$ cat src/rtl/edsam_pkg.sv
// Purpose: constants for the extended data space page address mapper
// Assumes: 16-bit effective addresses, 24-bit extended addresses
// Notes:   register offsets are word indexes on the plain register port
package edsam_pkg;

  localparam int unsigned EA_W       = 16;
  localparam int unsigned XA_W       = 24;
  localparam int unsigned RPAGE_W    = 10;
  localparam int unsigned WPAGE_W    = 9;
  localparam int unsigned REG_AW     = 4;
  localparam int unsigned REG_DW     = 16;
  localparam int unsigned EA_TOP_BIT = 15;
  localparam int unsigned RPAGE_PSV  = 9;

  localparam logic [REG_AW-1:0] OFF_RPAGE  = 4'h0;
  localparam logic [REG_AW-1:0] OFF_WPAGE  = 4'h1;
  localparam logic [REG_AW-1:0] OFF_STATUS = 4'h2;
  localparam logic [REG_AW-1:0] OFF_MASK   = 4'h3;
  localparam logic [REG_AW-1:0] OFF_TRAPEA = 4'h4;

  localparam logic [RPAGE_W-1:0] RPAGE_RST = 10'h001;
  localparam logic [WPAGE_W-1:0] WPAGE_RST = 9'h001;
  localparam logic [1:0]         MASK_RST  = 2'h0;

  localparam int unsigned ST_RD_TRAP = 0;
  localparam int unsigned ST_WR_TRAP = 1;

  typedef enum logic [1:0] {
    EDSAM_SEL_NONE,
    EDSAM_SEL_BASE,
    EDSAM_SEL_EXT,
    EDSAM_SEL_PSV
  } edsam_sel_t;

endpackage : edsam_pkg

$ cat src/rtl/edsam_page_reg.sv
// Purpose: one page select register that refuses a write of zero
// Assumes: write strobe is one cycle, data already trimmed to width
// Notes:   a zero page would alias page 0, so it is never stored
`timescale 1ns/10ps
module edsam_page_reg #(
  parameter int unsigned     W   = 9,
  parameter logic [W-1:0]    RST = '0
) (
  input  wire logic          clk,
  input  wire logic          reset,
  input  wire logic          wr_en,
  input  wire logic [W-1:0]  wr_data,
  output logic      [W-1:0]  page_q
);

  logic [W-1:0] page_d;

  always_comb begin
    page_d = page_q;
    if (wr_en && (wr_data != '0)) begin
      page_d = wr_data;
    end
  end

  always_ff @(posedge clk or posedge reset) begin
    if (reset) begin
      page_q <= RST;
    end else begin
      page_q <= page_d;
    end
  end

  a_zero_write_kept : assert property (@(posedge clk) disable iff (reset)
    (wr_en && wr_data == '0) |=> page_q == $past(page_q))
    else $error("zero write changed page register");

  a_page_never_zero : assert property (@(posedge clk) disable iff (reset)
    page_q != '0)
    else $error("page register holds zero");

endmodule : edsam_page_reg

$ cat src/rtl/edsam_mapper.sv
// Purpose: maps 16-bit effective addresses to 24-bit extended addresses
// Assumes: one access request per cycle from the core address unit
// Notes:   translation is combinational; results and traps are registered
//
// Operation
// - ten bit read page register held
// - nine bit write page register held
// - read page above low fifteen address bits
// - write page above low fifteen address bits
// - lower half always maps to page zero
// - upper half never reaches page zero
// - both page registers reset to one
// - upper access with zero page traps
// - software write of zero is ignored
// - other pages only via upper half
// - each page step adds thirty two kilobytes
`timescale 1ns/10ps
module edsam_mapper
  import edsam_pkg::*;
(
  input  wire logic              clk,
  input  wire logic              reset,
  input  wire logic              acc_valid,
  input  wire logic              acc_write,
  input  wire logic [EA_W-1:0]   effective_address,
  output logic                   xa_valid_q,
  output logic                   xa_write_q,
  output logic      [XA_W-1:0]   extended_data_space_q,
  output logic                   program_space_window_q,
  output logic                   addr_trap_q,
  input  wire logic [REG_AW-1:0] reg_addr,
  input  wire logic [REG_DW-1:0] reg_wdata,
  input  wire logic              reg_wr,
  input  wire logic              reg_rd,
  output logic      [REG_DW-1:0] reg_rdata_q,
  output logic                   irq
);

  // ----------------------------------------------------------------
  // page select registers
  // ----------------------------------------------------------------
  logic [RPAGE_W-1:0] read_page_select;
  logic [WPAGE_W-1:0] write_page_select;
  logic               wr_rpage;
  logic               wr_wpage;

  assign wr_rpage = reg_wr && (reg_addr == OFF_RPAGE);
  assign wr_wpage = reg_wr && (reg_addr == OFF_WPAGE);

  edsam_page_reg #(
    .W   (RPAGE_W),
    .RST (RPAGE_RST)
  ) u_rpage (
    .clk     (clk),
    .reset   (reset),
    .wr_en   (wr_rpage),
    .wr_data (reg_wdata[RPAGE_W-1:0]),
    .page_q  (read_page_select)
  );

  edsam_page_reg #(
    .W   (WPAGE_W),
    .RST (WPAGE_RST)
  ) u_wpage (
    .clk     (clk),
    .reset   (reset),
    .wr_en   (wr_wpage),
    .wr_data (reg_wdata[WPAGE_W-1:0]),
    .page_q  (write_page_select)
  );

  // ----------------------------------------------------------------
  // address translation
  // ----------------------------------------------------------------
  // page and low bits concatenate, so page n lands at n times 32 KB
  function automatic logic [XA_W-1:0] join_page(input logic [8:0] page,
                                                 input logic [EA_W-1:0] ea);
    join_page = {page, ea[EA_TOP_BIT-1:0]};
  endfunction : join_page

  logic [8:0]      page_sel;
  logic            page_zero;
  logic            upper;
  edsam_sel_t      sel;
  logic [XA_W-1:0] xa_d;
  logic            trap_d;

  assign upper = effective_address[EA_TOP_BIT];

  always_comb begin
    page_sel  = acc_write ? write_page_select : read_page_select[8:0];
    page_zero = (page_sel == 9'h000);
    sel       = EDSAM_SEL_NONE;
    xa_d      = '0;
    trap_d    = 1'b0;
    if (acc_valid) begin
      if (!upper) begin
        sel  = EDSAM_SEL_BASE;
        xa_d = {8'h00, effective_address};
      end else if (!acc_write && read_page_select[RPAGE_PSV]) begin
        sel = EDSAM_SEL_PSV;
      end else if (page_zero) begin
        trap_d = 1'b1;
      end else begin
        sel  = EDSAM_SEL_EXT;
        xa_d = join_page(page_sel, effective_address);
      end
    end
  end

  logic xa_valid_d;
  logic psv_d;

  assign xa_valid_d = (sel == EDSAM_SEL_BASE) || (sel == EDSAM_SEL_EXT);
  assign psv_d      = (sel == EDSAM_SEL_PSV);

  always_ff @(posedge clk or posedge reset) begin
    if (reset) begin
      xa_valid_q             <= 1'b0;
      xa_write_q             <= 1'b0;
      extended_data_space_q  <= '0;
      program_space_window_q <= 1'b0;
      addr_trap_q            <= 1'b0;
    end else begin
      xa_valid_q             <= xa_valid_d;
      xa_write_q             <= acc_valid && acc_write;
      extended_data_space_q  <= xa_d;
      program_space_window_q <= psv_d;
      addr_trap_q            <= trap_d;
    end
  end

  // ----------------------------------------------------------------
  // trap status, mask and captured address
  // ----------------------------------------------------------------
  logic [1:0]      status_q;
  logic [1:0]      status_d;
  logic [1:0]      mask_q;
  logic [1:0]      mask_d;
  logic [1:0]      ev;
  logic [EA_W-1:0] trap_ea_q;
  logic [EA_W-1:0] trap_ea_d;

  always_comb begin
    ev                 = 2'h0;
    ev[ST_RD_TRAP]     = trap_d && !acc_write;
    ev[ST_WR_TRAP]     = trap_d && acc_write;
    status_d           = status_q;
    mask_d             = mask_q;
    trap_ea_d          = trap_ea_q;
    if (reg_wr && reg_addr == OFF_STATUS) begin
      status_d = status_d & ~reg_wdata[1:0];
    end
    // a new trap in the clearing cycle must not be lost
    status_d = status_d | ev;
    if (reg_wr && reg_addr == OFF_MASK) begin
      mask_d = reg_wdata[1:0];
    end
    if (trap_d) begin
      trap_ea_d = effective_address;
    end
  end

  always_ff @(posedge clk or posedge reset) begin
    if (reset) begin
      status_q  <= 2'h0;
      mask_q    <= MASK_RST;
      trap_ea_q <= '0;
    end else begin
      status_q  <= status_d;
      mask_q    <= mask_d;
      trap_ea_q <= trap_ea_d;
    end
  end

  assign irq = |(status_q & mask_q);

  // ----------------------------------------------------------------
  // register read port
  // ----------------------------------------------------------------
  logic [REG_DW-1:0] rdata_d;

  always_comb begin
    rdata_d = '0;
    if (reg_rd) begin
      unique case (reg_addr)
        OFF_RPAGE:  rdata_d = {6'h00, read_page_select};
        OFF_WPAGE:  rdata_d = {7'h00, write_page_select};
        OFF_STATUS: rdata_d = {14'h0000, status_q};
        OFF_MASK:   rdata_d = {14'h0000, mask_q};
        OFF_TRAPEA: rdata_d = trap_ea_q;
        default:    rdata_d = '0;
      endcase
    end
  end

  always_ff @(posedge clk or posedge reset) begin
    if (reset) begin
      reg_rdata_q <= '0;
    end else begin
      reg_rdata_q <= rdata_d;
    end
  end

  // ----------------------------------------------------------------
  // checks
  // ----------------------------------------------------------------
  a_lower_half_map : assert property (@(posedge clk) disable iff (reset)
    (acc_valid && !upper) |=> xa_valid_q &&
      extended_data_space_q == {8'h00, $past(effective_address)})
    else $error("lower half not mapped to page zero");

  a_read_page_join : assert property (@(posedge clk) disable iff (reset)
    (acc_valid && !acc_write && upper && !read_page_select[RPAGE_PSV]
      && read_page_select[8:0] != 9'h000) |=> xa_valid_q &&
      extended_data_space_q == {$past(read_page_select[8:0]),
                                $past(effective_address[14:0])})
    else $error("read extended address wrong");

  a_write_page_join : assert property (@(posedge clk) disable iff (reset)
    (acc_valid && acc_write && upper) |=> xa_valid_q && xa_write_q &&
      extended_data_space_q == {$past(write_page_select),
                                $past(effective_address[14:0])})
    else $error("write extended address wrong");

  a_upper_not_page0 : assert property (@(posedge clk) disable iff (reset)
    (xa_valid_q && extended_data_space_q[23:15] == 9'h000) |->
      !$past(effective_address[EA_TOP_BIT]))
    else $error("upper half reached page zero");

  a_psv_route : assert property (@(posedge clk) disable iff (reset)
    (acc_valid && !acc_write && upper && read_page_select[RPAGE_PSV]) |=>
      program_space_window_q && !xa_valid_q && !addr_trap_q)
    else $error("program window read not routed");

  // write pages have no window bit, so a write never leaves through it
  a_write_not_psv : assert property (@(posedge clk) disable iff (reset)
    (acc_valid && acc_write) |=> !program_space_window_q)
    else $error("write routed to program window");

  a_trap_sets_flag : assert property (@(posedge clk) disable iff (reset)
    addr_trap_q |-> status_q != 2'h0)
    else $error("trap did not set status");

  // a clear in the trap cycle must lose to the new event
  a_rd_trap_wins : assert property (@(posedge clk) disable iff (reset)
    (trap_d && !acc_write) |=> status_q[ST_RD_TRAP])
    else $error("read trap flag lost");

  a_wr_trap_wins : assert property (@(posedge clk) disable iff (reset)
    (trap_d && acc_write) |=> status_q[ST_WR_TRAP])
    else $error("write trap flag lost");

  a_trap_ea_kept : assert property (@(posedge clk) disable iff (reset)
    trap_d |=> trap_ea_q == $past(effective_address))
    else $error("trap address not captured");

  a_status_clear : assert property (@(posedge clk) disable iff (reset)
    (reg_wr && reg_addr == OFF_STATUS && !trap_d) |=>
      (status_q & $past(reg_wdata[1:0])) == 2'h0)
    else $error("status bit not cleared by a one");

  a_reset_pages : assert property (@(posedge clk)
    $fell(reset) |-> read_page_select == RPAGE_RST
      && write_page_select == WPAGE_RST)
    else $error("page registers not one after reset");

  a_low_bits_kept : assert property (@(posedge clk) disable iff (reset)
    xa_valid_q |-> extended_data_space_q[14:0] == $past(effective_address[14:0]))
    else $error("page step moved the low address bits");

  a_rpage_readback : assert property (@(posedge clk) disable iff (reset)
    (reg_rd && reg_addr == OFF_RPAGE) |=>
      reg_rdata_q == {6'h00, $past(read_page_select)})
    else $error("read page readback wrong");

  a_wpage_readback : assert property (@(posedge clk) disable iff (reset)
    (reg_rd && reg_addr == OFF_WPAGE) |=>
      reg_rdata_q == {7'h00, $past(write_page_select)})
    else $error("write page readback wrong");

  a_one_answer : assert property (@(posedge clk) disable iff (reset)
    $past(acc_valid) |-> $onehot({xa_valid_q, program_space_window_q, addr_trap_q}))
    else $error("access did not get exactly one answer");

  a_idle_quiet : assert property (@(posedge clk) disable iff (reset)
    !$past(acc_valid) |-> !xa_valid_q && !xa_write_q && !program_space_window_q
      && !addr_trap_q && extended_data_space_q == '0)
    else $error("answer without an access");

  // read data stand only in the cycle after the strobe
  a_rdata_idle : assert property (@(posedge clk) disable iff (reset)
    !$past(reg_rd) |-> reg_rdata_q == '0)
    else $error("read data outside the answer cycle");

  c_ext_read   : cover property (@(posedge clk) disable iff (reset)
    acc_valid && !acc_write && upper ##1 xa_valid_q);
  c_ext_write  : cover property (@(posedge clk) disable iff (reset)
    acc_valid && acc_write && upper ##1 xa_valid_q);
  c_trap_irq   : cover property (@(posedge clk) disable iff (reset)
    addr_trap_q ##1 irq);
  c_psv_read   : cover property (@(posedge clk) disable iff (reset)
    program_space_window_q);
  c_status_clr : cover property (@(posedge clk) disable iff (reset)
    reg_wr && reg_addr == OFF_STATUS);

endmodule : edsam_mapper

$ cat config.mk
export PLATFORM = sky130hd
export DESIGN_NAME = edsam_mapper
export DESIGN_NICKNAME = d
export VERILOG_FILES = /design/src/rtl/edsam_pkg.sv /design/src/rtl/edsam_page_reg.sv /design/src/rtl/edsam_mapper.sv
export SDC_FILE = /design/constraint.sdc
export NUM_CORES = 1
export LEC_CHECK = 0
export BUFFER_PORTS_ARGS = -buffer_cell sky130_fd_sc_hd__buf_4
export CAP_MARGIN = 20
export CORE_MARGIN = 2
export CORE_UTILIZATION = 57
export DETAILED_ROUTE_END_ITERATION = 8
export PLACE_DENSITY = 0.85
export SETUP_SLACK_MARGIN = 0.2
export SLEW_MARGIN = 20
export SYNTH_ARGS = -nofsm -noshare
export SYNTH_HDL_FRONTEND = slang
export SYNTH_HIERARCHICAL = 1
export SYNTH_SLANG_ARGS = --single-unit
$ cat constraint.sdc
create_clock -name clk -period 4.5 [get_ports clk]
set_clock_uncertainty 0.1 [all_clocks]
set_input_delay 0.45 -clock clk [delete_from_list [all_inputs] [get_ports clk]]
set_output_delay 0.45 -clock clk [all_outputs]
set_load 0.02 [all_outputs]
==> run metrics <==
ys flop type dfrtp_1; max frequency 368.1 MHz; die area 6706 µm²; Simple-Gate Fraction of Synth Area 0.1288; worst-margin pin slew 1.103 ns; Critical Path RT 4.65 ns; Hold Path Sink extended_data_space_q[4]$_DFF_PP0_; RSZ-0062 raised after global routing no; Setup Viol. Count Final 0; critical path cell sequence nand2b_1 > nand3_1 > a211oi_4 > mux2_2; critical path's largest stage delay 1.04 ns; Buffers on Ports 80; Starting DRT DRC Count 154; YS warnings 6; Placed Cells 417; pwr/cell area 450.0 nW/µm²; CTS tree done; CP endpoint kind flop; height of the chip 81.89 µm; mux cell area share after synthesis 0.1216; area fraction of the dominant cell type after synthesis 0.5861; Synth area leaders dfrtp_1 (59%), mux2_2 (6.5%), a22o_1 (3.5%); initial antenna violation count 0; Synth Area in Compound Gates 0.1208; worst reg2reg path depth 4; post-route clock period utilization 0.6037; Synth area leader dfrtp_1; gr usage total 0.2579; DRT Wirelength 8193 µm; Routed wire per std cell 18.88 µm; Reg2Reg Launch Point u_rpage/page_q[9]$_DFFE_PP0P_; flop-to-flop setup slack 1.78 ns; Inserted Diodes 0; Crit-path slowest cell a211oi_4; vias per cell 5.825; row count 28; clock-pin slew of the registers on the worst-case setup and hold paths 0.09 ns; Async S/R FF share, synth 1.000; worst-path maximum fanout 18; setup ws final 1.783 ns; Syn-to-layout area delta 25.33%; worst min path class in2reg; grt ovf 0; IO Count 87; total power 1.950 mW; leakage power total 2.085 nW; largest net degree at the start of global routing 65; Mapped Nets 314; DRC 0; total negative setup slack 0 ns; fin crit period 2.717 ns; Final Cell Area 4334 µm²; GPL Wtd Cong 0.8549; WHS 0.2260 ns; Area after DPL 4115 µm²; CP delay by family, top compound AO/OA/AOI/OAI gates; CTS H-tree lvls 3; Synth Area in XOR/XNOR 0; core box area 5886 µm²; first-pass GRT wire length 12610 µm; post_cts resized 0; initial core utilization 0.5876; mapped cell area 3458 µm²; Nets 397; Final Hold Viols 0; Post-synth EDFFs 0; r2r endpoint trap_ea_q[0]$_DFFE_PP0P_; Num CTS Buffers 9; worst-skew pair later-pin latency 0.36 ns; fin util 0.7364; Cell Count, Final, Fillers Out 434; Max clock buf depth 2; Synth Register Bits 83; Mapped Cells 271; Setup crit start kind flop; Avg Cell Area, Syn 12.76 µm²; die extent in x 81.89 µm; main combinational cell family by area after synthesis simple AND/OR/NAND/NOR gates; drt first pass iters 5; Seq/Total Area, Yosys 0.6013; Slew HR 0.2621; Critical path buffers and inverters 0; vias in the first global route 2539; arrival time worst endpoint 2.87 ns; Clock Sinks 83; pins over their slew limit 0; max-cap violations 0; Synth Area in Adders 0.003618; crit path kind reg2reg; proportion of layout cells with a drive suffix above 1 0.3900; Root Buffer clkbuf_8; Post-DP HPWL 5633 µm; Hold Crit Start effective_address[4]; via count 2528; DRT antenna net count 0; synth unique cells 36; status complete, no violations; worst ir drop on vdd 265.8 µV; Setup WS pre-CTS 1.547 ns; hold-critical path depth 3
[Yosys cell counts, drive strengths merged, types with 6 or more instances]
master  instances
nor2           13
nor3            8
a222oi          7
mux2i           9
a22o           14
o21ai          16
dfrtp          81
nand2          33
mux2           27
clkbuf         11
and3            6
[worst max-delay path by stage]
stage	start	endpoint	slack (ns)	depth (start not counted)
global route	u_rpage/page_q[9]$_DFFE_PP0P_	trap_ea_q[5]$_DFFE_PP0P_	1.67	4
finish	u_rpage/page_q[9]$_DFFE_PP0P_	trap_ea_q[0]$_DFFE_PP0P_	1.78	4
CTS	u_rpage/page_q[9]$_DFFE_PP0P_	trap_ea_q[2]$_DFFE_PP0P_	1.80	4
global placement	acc_write	trap_ea_q[0]$_DFFE_PP0P_	1.66	5
detailed placement	acc_write	trap_ea_q[0]$_DFFE_PP0P_	1.55	5
floorplan	reg_addr[0]	u_rpage/page_q[5]$_DFFE_PP0P_	2.27	7
[state kept, by name (all words and copies together), names as in the netlist]
signal	count
status_q	2
reg_rdata_q	16
program_space_window_q	1
xa_valid_q	1
trap_ea_q	16
extended_data_space_q	24
u_rpage/page_q	10
xa_write_q	1
mask_q	2
u_wpage/page_q	9
addr_trap_q	1
[final cells by class]
| class | instances | area, µm² |
|---|---|---|
| Clock inverter | 6 | 71.32 |
| Inverter | 4 | 15.01 |
| Clock buffer | 10 | 137.6 |
| Tap cell | 75 | 93.84 |
| Fill cell | 396 | 1551 |
| Sequential cell | 83 | 2079 |
| Timing Repair Buffer | 85 | 640.6 |
| Multi-Input combinational cell | 171 | 1296 |
[worst reg2reg max path: stages (launching register included)]
cell      delay, ns
dfrtp_1        0.45
nand2b_1       0.19
nand3_1        0.40
a211oi_4       1.04
mux2_2         0.43
[where the power goes]
part	leakage [nW]	total (mW)	switching (mW)	internal, mW
Combinational	0.919	0.384	0.177	0.208
Clock	0.0995	0.551	0.275	0.276
Sequential	1.07	1.01	0.120	0.895
[kinds of logic (layout without fill, tap and decap cells)]
logic type / after synthesis / after routing
DFF: 83 / 83
buffers and inverters: 17 / 105
adders and majority gates: 1 / 1
AOI/OAI and AO/OA: 51 / 51
and+or+nand+nor: 83 / 83
muxes: 36 / 36
[timing repair]
action / 4_1_cts / 5_1_grt
buffers inserted: 0 / 0
hold endpoints to repair: 8 / 0
hold buffers: 1 / 0
[cell usage in the layout, fill, tap and decap left out, types with 6 or more instances in the layout]
cell type,instances
buf_4,84
nor3_1,8
clkbuf_8,10
a222oi_1,7
dfrtp_1,81
and3_1,6
a22o_1,14
o21ai_0,15
mux2_4,7
nor2_1,13
nand2_1,32
mux2_2,20
mux2i_1,9
[metal layers]
layer / vias up / GRT usage / routed length (µm)
met5: - / 0 / 0
met4: 0 / 0.1200 / 214
met3: 21 / 0.05934 / 629
met2: 135 / 0.4171 / 4052
met1: 1225 / 0.3306 / 3297
li1: 1147 / - / -
Power figures use the tool's default switching activity.
